[src/rtl/term_regs_defs.vh]
// Register map and field positions of the terminal configuration bank
`ifndef TERM_REGS_DEFS_VH
`define TERM_REGS_DEFS_VH
`define ADDR_CFG_ONE 5'h01
`define ADDR_CFG_TWO 5'h02
`define ADDR_MSG_CTRL 5'h04
`define ADDR_STAMP 5'h05
`define MODE_HI 15
`define MODE_LO 14
`define MODE_BC 2'h0
`define MODE_RT 2'h2
`define MODE_MT 2'h1
`define CFG1_STAT_W 3
`define CFG1_ALT_HI 11
`define CFG1_MMT_BIT 12
`define CFG2_ZERO_BIT 14
`define CFG2_DBUF_BIT 12
`define CFG2_RATE_HI 9
`define CFG2_RATE_LO 7
`define CFG2_AUTOCLR_BIT 4
`define CFG2_PULSE_BIT 3
`define CTRL_MASK_HI 14
`define CTRL_MASK_LO 9
`define CTRL_BCST_MASK_BIT 5
`define CTRL_RETRY_BIT 8
`define CTRL_CHAN_BIT 7
`define CTRL_EOM_IRQ_BIT 4
`define CTRL_STD_BIT 3
`define CTRL_MODE_CODE_BIT 2
`define CTRL_BCST_BIT 1
`define CTRL_RTRT_BIT 0
`define RESET_WORD 16'h0000
`define RATE_W 3
`define RATE_PRESCALE_BASE 16'h0001
`endif

[src/rtl/stamp_counter.v]
// Time stamp counter with selectable tick rate
`timescale 1ns/1ps
`include "term_regs_defs.vh"
module stamp_counter #(
    parameter WIDTH = 16
) (
    clk,
    srst,
    rate_sel,
    load_en,
    load_val,
    count
);
    input wire clk;
    input wire srst;
    input wire [`RATE_W-1:0] rate_sel;
    input wire load_en;
    input wire [WIDTH-1:0] load_val;
    output wire [WIDTH-1:0] count;

    reg [WIDTH-1:0] count_ff;
    reg [15:0] pre_ff;
    wire [15:0] limit;

    // Divider doubles per step; rate 0 ticks every cycle
    assign limit = (`RATE_PRESCALE_BASE << rate_sel) - 16'h0001;
    assign count = count_ff;

    always @(posedge clk) begin
        if (srst) begin
            pre_ff <= 16'h0000;
            count_ff <= {WIDTH{1'b0}};
        end else if (load_en) begin
            pre_ff <= 16'h0000;
            count_ff <= load_val;
        end else if (pre_ff >= limit) begin
            pre_ff <= 16'h0000;
            count_ff <= count_ff + {{(WIDTH-1){1'b0}}, 1'b1};
        end else begin
            pre_ff <= pre_ff + 16'h0001;
        end
    end
endmodule // stamp_counter

[src/rtl/bus_terminal_config_regs.v]
// Terminal configuration, message control and time stamp registers
`timescale 1ns/1ps
`include "term_regs_defs.vh"
// Overview of operation
// - Bits 15:14 of config one pick controller (00), remote terminal (10) or monitor (01).
// - Bits 2:0 of config one read back live activity status in controller and monitor mode.
// - In remote terminal mode with alternate status, bits 11:0 of config one form the status word.
// - Bit 14 of config two always reads zero whatever is written.
// - Bits 9:7 of config two select the time stamp counter rate.
// - Control word bits 14:9 and 5 are the status and broadcast mask bits.
// - Control word bits 0-4, 7 and 8 give each message's format options.
// - Config two bit 3 picks level or pulse interrupt, bit 4 enables status auto-clear.
module bus_terminal_config_regs #(
    parameter DW = 16,
    parameter AW = 5
) (
    clk,
    srst,
    addr,
    wr_en,
    rd_en,
    wr_data,
    rd_data,
    alt_status_sel,
    rt_msg_active,
    bc_enabled,
    bc_frame_active,
    bc_msg_active,
    mt_enabled,
    mt_triggered,
    mt_active,
    bus_controller_mode,
    remote_terminal_mode,
    monitor_terminal_mode,
    message_monitor_enable,
    alt_status_word,
    alt_status_valid,
    rx_double_buffer,
    stamp_rate,
    irq_pulse_mode,
    irq_auto_clear,
    status_masks,
    broadcast_mask,
    msg_rt_to_rt,
    msg_broadcast,
    msg_mode_code,
    msg_std_select,
    end_of_transfer_irq_en,
    msg_channel_b,
    msg_retry_en,
    time_stamp
);
    input wire clk;
    input wire srst;
    input wire [AW-1:0] addr;
    input wire wr_en;
    input wire rd_en;
    input wire [DW-1:0] wr_data;
    output wire [DW-1:0] rd_data;
    input wire alt_status_sel;
    input wire rt_msg_active;
    input wire bc_enabled;
    input wire bc_frame_active;
    input wire bc_msg_active;
    input wire mt_enabled;
    input wire mt_triggered;
    input wire mt_active;
    output wire bus_controller_mode;
    output wire remote_terminal_mode;
    output wire monitor_terminal_mode;
    output wire message_monitor_enable;
    output wire [`CFG1_ALT_HI:0] alt_status_word;
    output wire alt_status_valid;
    output wire rx_double_buffer;
    output wire [`RATE_W-1:0] stamp_rate;
    output wire irq_pulse_mode;
    output wire irq_auto_clear;
    output wire [`CTRL_MASK_HI-`CTRL_MASK_LO:0] status_masks;
    output wire broadcast_mask;
    output wire msg_rt_to_rt;
    output wire msg_broadcast;
    output wire msg_mode_code;
    output wire msg_std_select;
    output wire end_of_transfer_irq_en;
    output wire msg_channel_b;
    output wire msg_retry_en;
    output wire [DW-1:0] time_stamp;

    reg [DW-1:0] cfg_one_ff;
    reg [DW-1:0] cfg_two_ff;
    reg [DW-1:0] msg_ctrl_ff;
    reg [2:0] live_stat;
    reg [DW-1:0] nxt_rd_data;
    reg [DW-1:0] nxt_cfg_one;
    reg [DW-1:0] nxt_cfg_two;
    reg [DW-1:0] nxt_msg_ctrl;
    reg [DW-1:0] rd_data_ff;
    wire [1:0] mode;
    wire [DW-1:0] cfg_one_view;
    wire stamp_load;

    // Mode 11 is undefined and decodes to no mode
    assign mode = {cfg_one_ff[`MODE_HI], cfg_one_ff[`MODE_LO]};
    assign bus_controller_mode = (mode == `MODE_BC);
    assign remote_terminal_mode = (mode == `MODE_RT);
    assign monitor_terminal_mode = (mode == `MODE_MT);
    assign message_monitor_enable = cfg_one_ff[`CFG1_MMT_BIT];

    // Alternate status word is bits 11:0; bit 0 still reads back live
    assign alt_status_valid = remote_terminal_mode & alt_status_sel;
    assign alt_status_word = cfg_one_ff[`CFG1_ALT_HI:0];

    always @* begin
        live_stat = 3'h0;
        if (bus_controller_mode) begin
            live_stat = {bc_enabled, bc_frame_active, bc_msg_active};
        end else if (monitor_terminal_mode) begin
            live_stat = {mt_enabled, mt_triggered, mt_active};
        end else if (remote_terminal_mode) begin
            live_stat[0] = rt_msg_active;
            if (alt_status_sel) begin
                live_stat[`CFG1_STAT_W-1:1] = cfg_one_ff[`CFG1_STAT_W-1:1];
            end
        end else begin
            // Mode 11 echoes the stored bits
            live_stat = cfg_one_ff[`CFG1_STAT_W-1:0];
        end
    end
    assign cfg_one_view = {cfg_one_ff[DW-1:`CFG1_STAT_W], live_stat};

    assign rx_double_buffer = remote_terminal_mode & cfg_two_ff[`CFG2_DBUF_BIT];
    assign stamp_rate = cfg_two_ff[`CFG2_RATE_HI:`CFG2_RATE_LO];
    assign irq_pulse_mode = cfg_two_ff[`CFG2_PULSE_BIT];
    assign irq_auto_clear = cfg_two_ff[`CFG2_AUTOCLR_BIT];

    assign status_masks = msg_ctrl_ff[`CTRL_MASK_HI:`CTRL_MASK_LO];
    assign broadcast_mask = msg_ctrl_ff[`CTRL_BCST_MASK_BIT];
    assign msg_rt_to_rt = msg_ctrl_ff[`CTRL_RTRT_BIT];
    assign msg_broadcast = msg_ctrl_ff[`CTRL_BCST_BIT];
    assign msg_mode_code = msg_ctrl_ff[`CTRL_MODE_CODE_BIT];
    assign msg_std_select = msg_ctrl_ff[`CTRL_STD_BIT];
    assign end_of_transfer_irq_en = msg_ctrl_ff[`CTRL_EOM_IRQ_BIT];
    assign msg_channel_b = msg_ctrl_ff[`CTRL_CHAN_BIT];
    assign msg_retry_en = msg_ctrl_ff[`CTRL_RETRY_BIT];

    // Loading the stamp also restarts its prescaler
    assign stamp_load = wr_en && (addr == `ADDR_STAMP);

    // Next values; bit 14 of config two is never stored
    always @* begin
        nxt_cfg_one = cfg_one_ff;
        nxt_cfg_two = cfg_two_ff;
        nxt_msg_ctrl = msg_ctrl_ff;
        if (wr_en) begin
            case (addr)
                `ADDR_CFG_ONE: begin
                    nxt_cfg_one = wr_data;
                end
                `ADDR_CFG_TWO: begin
                    nxt_cfg_two = wr_data;
                    nxt_cfg_two[`CFG2_ZERO_BIT] = 1'b0;
                end
                `ADDR_MSG_CTRL: begin
                    nxt_msg_ctrl = wr_data;
                end
                default: begin
                    nxt_cfg_one = cfg_one_ff;
                end
            endcase
        end
    end

    always @(posedge clk) begin
        if (srst) begin
            cfg_one_ff <= `RESET_WORD;
            cfg_two_ff <= `RESET_WORD;
            msg_ctrl_ff <= `RESET_WORD;
        end else begin
            cfg_one_ff <= nxt_cfg_one;
            cfg_two_ff <= nxt_cfg_two;
            msg_ctrl_ff <= nxt_msg_ctrl;
        end
    end

    // Unmapped addresses read zero
    // A read in the write cycle returns the old value
    always @* begin
        nxt_rd_data = {DW{1'b0}};
        case (addr)
            `ADDR_CFG_ONE: nxt_rd_data = cfg_one_view;
            `ADDR_CFG_TWO: nxt_rd_data = cfg_two_ff;
            `ADDR_MSG_CTRL: nxt_rd_data = msg_ctrl_ff;
            `ADDR_STAMP: nxt_rd_data = time_stamp;
            default: nxt_rd_data = {DW{1'b0}};
        endcase
    end

    // Read data registered one cycle after rd_en; holds otherwise
    always @(posedge clk) begin
        if (srst) begin
            rd_data_ff <= `RESET_WORD;
        end else if (rd_en) begin
            rd_data_ff <= nxt_rd_data;
        end
    end

    assign rd_data = rd_data_ff;

    stamp_counter #(
        .WIDTH(DW)
    ) u_stamp (
        .clk(clk),
        .srst(srst),
        .rate_sel(stamp_rate),
        .load_en(stamp_load),
        .load_val(wr_data),
        .count(time_stamp)
    );
endmodule // bus_terminal_config_regs

[config.mk]
export PLATFORM = sky130hd
export DESIGN_NAME = bus_terminal_config_regs
export DESIGN_NICKNAME = d
export VERILOG_FILES = /design/src/rtl/stamp_counter.v /design/src/rtl/bus_terminal_config_regs.v
export VERILOG_INCLUDE_DIRS = /design/src /design/src/rtl
export SDC_FILE = /design/constraint.sdc
export NUM_CORES = 1
export LEC_CHECK = 0
export ABC_CLOCK_PERIOD_IN_PS = 2900
export BUFFER_PORTS_ARGS = -buffer_cell sky130_fd_sc_hd__buf_2
export CORE_MARGIN = 8
export CORE_UTILIZATION = 45
export DETAILED_ROUTE_END_ITERATION = 10
export PLACE_DENSITY = 0.68
export SLEW_MARGIN = 15
export SYNTH_ARGS = -nofsm -noshare
export SYNTH_HDL_FRONTEND = slang
export SYNTH_SLANG_ARGS = --single-unit
[constraint.sdc]
create_clock -name clk -period 2.9 [get_ports clk]
set_input_delay 0 -clock clk [delete_from_list [all_inputs] [get_ports clk]]
set_output_delay 0 -clock clk [all_outputs]
set_load 0.05 [all_outputs]
### Word-level counts from Yosys, hierarchy flattened

Index checks and enable logic that the tools add are counted.

| word-level totals | value |
|---|---|
| register bits after elaboration | 95 |
| latch bits | 0 |
| RAM bits | 0 |
| ROM bits | 0 |
| bits of input ports | 33 |
| output and inout port bits | 69 |
| memories kept | 0 |

| operators by class | value |
|---|---|
| add/sub/neg operators | 3 |
| multipliers | 0 |
| div/mod/pow operators | 0 |
| $lt $le $gt $ge | 1 |
| equality and inequality tests | 6 |
| shift-type cells | 1 |
| multiplexer cells | 7 |
| bitwise logic cells | 2 |
| reduce and logical (&&, ||, !) cells | 7 |

Operator list:

| cell | number |
|---|---|
| 16-bit one-hot mux with 4 select lines | 1 |
| 16-bit by 1-bit adder with 16-bit output, second input constant | 2 |
| 16-bit two-way mux | 2 |
| 16-bit >= comparator | 1 |
| 1-bit by 3-bit << shifter with 16-bit output, first input constant | 1 |
| 16-bit by 1-bit subtractor with 16-bit output, second input constant | 1 |
| 5-bit by 3-bit == test with 1-bit output, second input constant | 2 |
| 3-bit two-way mux | 3 |
| 2-bit AND reduction | 3 |
| 5-bit by 1-bit == test with 1-bit output, second input constant | 1 |
| 5-bit by 2-bit == test with 1-bit output, second input constant | 1 |
| 3-bit OR reduction | 1 |
| 1-bit bitwise AND | 2 |
| 2-bit by 1-bit == test with 1-bit output, second input constant | 1 |
| 2-bit == test, second input constant | 1 |
| 2-bit zero test | 1 |
| 2-bit two-way mux | 1 |
| 2-bit nonzero test | 1 |
| 1-bit logical AND | 1 |

### Depth between registers and ports, before layout

| depth | value |
|---|---|
| depth after elaboration | 5 |
| depth in mapped cells | 9 |
| depth with buffers taken out | 7 |

### Cells and area by module

From an unflattened synthesis, not the netlist that was laid out.

| second synthesis, totals | value |
|---|---|
| cells, all modules | 607 |
| area, all modules | 4,974.8 um^2 |

By module, submodules not included:

| module | times used | cells an instance | area each (um^2) | sequential area each (um^2) |
|---|---|---|---|---|
| bus_terminal_config_regs | 1 | 377 | 3,083.0 | 1,261.2 |
| stamp_counter | 1 | 230 | 1,891.8 | 640.6 |

### Worst setup path after synthesis

Ideal clock, no wire load.

| timing | value |
|---|---|
| kind | reg2reg |
| start | register u_stamp.count_ff[0], in the netlist u_stamp.count[0] |
| end | register u_stamp.count_ff[12], in the netlist u_stamp.count[12] |
| setup time | 0.060 ns |
| arrival time | 2.141 ns |
| data required time | 2.840 ns |
| setup slack | 0.699 ns |
| stages on the path, launching flop included | 7 |
| buffers on the path | 0 |
| clock period less this slack | 2.201 ns |
| cell sequence | dfxtp_1 -> ha_1 -> nand3_1 -> nor4_1 -> nand3b_1 -> a221oi_1 -> a31o_1 |

| on the way | value |
|---|---|
| word-level cells in the longest chain between the ends | 3 |

Ends and longest elaborated chain:

| element | line | source |
|---|---|---|
| from (decl) | stamp_counter.v:21 | `reg [WIDTH-1:0] count_ff;` |
| from (signal assigned) | stamp_counter.v:32 | `count_ff <= {WIDTH{1'b0}};` |
| from (signal assigned) | stamp_counter.v:35 | `count_ff <= load_val;` |
| from (signal assigned) | stamp_counter.v:38 | `count_ff <= count_ff + {{(WIDTH-1){1'b0}}, 1'b1};` |
| 16-bit by 1-bit adder with 16-bit output | stamp_counter.v:38 |  |
| 16-bit two-way mux | stamp_counter.v:36 | `end else if (pre_ff >= limit) begin` |
| 16-bit two-way mux | stamp_counter.v:33 | `end else if (load_en) begin` |

No other way between the ends. The select of a mux whose other input is x is not followed.
A chain may end at the register's enable or synchronous reset.

### Final worst setup path

| timing | value |
|---|---|
| start | register u_stamp.pre_ff[7] |
| end | register u_stamp.count_ff[6], in the netlist u_stamp.count[6] |

| on the way | value |
|---|---|
| word-level cells in the longest chain between the ends | 2 |

Ends and longest elaborated chain:

| element | line | source |
|---|---|---|
| from (decl) | stamp_counter.v:22 | `reg [15:0] pre_ff;` |
| from (signal assigned) | stamp_counter.v:40 | `pre_ff <= pre_ff + 16'h0001;` |
| 16-bit >= comparator | stamp_counter.v:36 |  |
| 2-bit nonzero test (no line) | n/a |  |

No other way between the ends.

==> results_dict.tcl <==
set metrics [dict create \
    outcome "complete, no violations" \
    peakVddDrop_mv 0.215 \
    worst-endpoint-arrival_ns 2.75 \
    htreeDepth 3 \
    synthCells 591 \
    grt_overflow 0 \
    yosysSeqAreaShare_pct 40.0 \
    r2r_setup_slack_ns 0.44 \
    hold_depth 4 \
    die_x_um 119 \
    numCtsBuffers 9 \
    grt_pass1_vias 4597 \
    ys_warn_count 0 \
    vias 4680 \
    critPathCaptureType "register" \
    fmaxAchievable_mhz 406 \
    drt-wirelength-per-cell_um 18.1 \
    p_seq_share_pct 55.9 \
    finalHoldViolCount 0 \
    cp_slowest_cell "and3_1" \
    p_int_mw 1.72 \
    period_share_pct 84.9 \
    place_inst 778 \
    drive_above_1_share_pct 22.0 \
    grt_max_degree 38 \
    mostFrequentLayoutCells "126 x nand2_1, 101 x buf_2, 95 x dfxtp_1, 79 x a21oi_1, 29 x nand3_1" \
    core_area_mm2 0.0103 \
    pwr-share-comb_pct 9.1 \
    async_flop_share_pct 0 \
    ctsRootBufferMaster "clkbuf_8" \
    finalSetupViolCount 0 \
    worstSetupStartpoint "u_stamp.pre_ff[7]" \
    grt_pass1_wl_mm 23.6 \
    crit_fanout 13 \
    cp-start-kind "register" \
    critPathMaxStageDelay_ns 0.60 \
    rsz0062_at_grt "false" \
    antenna_found_initial 1 \
    first_pass_iters 9 \
    wl_mm 14.7 \
    drc_errors 0 \
    antennaDiodeCount 0 \
    cts.clk_slew.worst_paths_ns 0.10 \
    antenna_left 0 \
    r2r_start "u_stamp.pre_ff[7]" \
    finalNonFillerCells 810 \
    relSlewSlack_pct 46.9 \
    viasPerCell 5.78 \
    hold_start "mt_enabled" \
    final_common_cell "nand2_1" \
    reg2reg_depth 7 \
    grt_use_total_pct 20.5 \
    leakagePower_nw 2.08 \
    clock_latency_ns 0.39 \
    cts_num_sinks 95 \
    synth_cell_types 60 \
    dp_hpwl_mm 10.2 \
    syn_area_per_cell_um2 8.05 \
    r2r_end "u_stamp.count[6]" \
    drv_slew 0 \
    place.gp.congestion 0.839 \
    port_buffers 101 \
    drt-initial-drc-count 607 \
    dieArea_mm2 0.0141 \
    nets 712 \
    synthesis.area_mm2 0.00476 \
    start_util_pct 46.3 \
    tightest_slew_ns 0.797 \
    row_count 37 \
    maxCapViolations 0 \
    cts_tree "done" \
    power_density_mw_per_mm2 434 \
    switching_share_pct 28.3 \
    fin_tns_setup_ns 0 \
    synth_edf_count 0 \
    clock_skew_ns 0.0184 \
    die_height_um 119 \
    power.switching_mw 0.679 \
    boundaryPins 102 \
    syn_to_final_growth_pct 16.1 \
    required_ns 3.19 \
    min_to "rd_data[2]" \
    worst_hold_path_type "input port to register" \
    cp_cell_sequence "ha_1 > or4_4 > a2111oi_4 > and3_1 > buf_4 > a21boi_1 > o32ai_1" \
    post_cts_buffers 0 \
    cts.path.max_buffers 2 \
    p_clk_share_pct 35.0 \
    ys_seq_elements 95 \
    min_period_ns 2.46 \
    path_class "register to register" \
    synth_flop_cell "dfxtp_1" \
]
[per-stage QoR]
step	setup WS, ns	hold slack (ns)	util (%)	area (um^2)	power, mW
finish	0.438	0.0873	53.7	5520	2.40
global route	0.347	0.102	53.7	5520	2.49
CTS	0.452	0.0817	53.7	5520	2.41
detailed placement	0.471	0.292	50.4	5180	1.57
global placement	0.491	0.284	50.4	5180	1.57
floorplan	0.699	0.136	-	4780	1.49
[synthesized netlist by cell type (3+ instances only)]
cell / number / area share, %
a22oi_1: 13 / 2.1
nand2_1: 126 / 9.9
clkbuf_1: 30 / 2.4
and3_1: 5 / 0.66
nand3_1: 29 / 3.1
nor3_2: 8 / 1.7
a21o_1: 14 / 2.2
xnor2_1: 4 / 0.74
nand4_1: 3 / 0.39
nor3_1: 7 / 0.74
nor2b_1: 3 / 0.39
nand2b_1: 13 / 1.7
xor2_1: 3 / 0.55
a21oi_1: 79 / 8.3
inv_1: 6 / 0.47
buf_4: 21 / 3.3
o32ai_1: 11 / 2.0
o22ai_1: 3 / 0.39
ha_1: 10 / 2.6
dfxtp_1: 95 / 40
nor4_1: 4 / 0.53
o21ai_1: 7 / 0.74
buf_2: 10 / 1.1
and2_1: 7 / 0.92
a222oi_1: 12 / 2.5
nor2_1: 26 / 2.1
[worst max-delay path, delay by kind of cell (launching register included)]
kind	cells	cell delay, ns
and+or+nand+nor	2	1.02
DFF	1	0.34
AOI/OAI and AO/OA	3	0.56
buffers and inverters	1	0.25
adders and majority gates	1	0.20
[power by group through the flow]
stage	Combinational [mW]	Sequential [mW]	Clock (mW)
2_1_floorplan	0.0975	1.39	0
3_3_place_gp	0.199	1.37	0
3_5_place_dp	0.200	1.37	0
4_1_cts	0.217	1.34	0.851
5_1_grt	0.234	1.34	0.915
6_report	0.219	1.34	0.838
[per-layer routing]
layer | share of wire, % | wire length, um | track usage [%] | up-vias
li1 | - | - | - | 2221
met1 | 43 | 6250 | 25.3 | 2202
met2 | 47 | 6930 | 32.9 | 234
met3 | 8.2 | 1200 | 5.01 | 23
met4 | 2.1 | 302 | 10.1 | 0
met5 | 0 | 0 | 0 | -
[logic make-up after synthesis]
| logic type | Yosys count | synth area share (%) |
|---|---|---|
| flip-flops | 95 | 40.0 |
| buffers and inverters | 73 | 8.23 |
| other | 2 | 0.158 |
| AND/OR/NAND/NOR | 243 | 24.4 |
| XOR/XNOR | 7 | 1.29 |
| multiplexers | 1 | 0.473 |
| AO/OA/AOI/OAI | 160 | 22.9 |
| adder cells (fa/ha/maj) | 10 | 2.63 |
[area by class of cell]
class	instances	area [um^2]
multi-input combinational	429	2500
clock inverter	6	52.6
clock buffer	10	128
inverter	7	26.3
timing repair buffer	127	741
tap	136	170
sequential	95	1900
fill	986	4750
[worst max-delay path by stage]
stage	slack [ns]	endpoint
after floorplan	0.70	u_stamp.count[12]
after global placement	0.49	u_stamp.count[1]
after detailed placement	0.47	u_stamp.count[4]
after CTS	0.45	u_stamp.count[1]
after global routing	0.35	u_stamp.count[6]
final	0.44	u_stamp.count[6]
[flip-flops by register name, summed over array words and instances, names as in the netlist]
register,flops
rd_data,16
cfg_two_ff,15
u_stamp.pre_ff,16
u_stamp.count,16
msg_ctrl_ff,16
cfg_one_ff,16
[repair_timing]
action,CTS,global route
hold endpoints to repair,51,0
gates resized for setup,0,0
hold buffers,16,0
No activity file was read; power rests on OpenSTA's default activity.
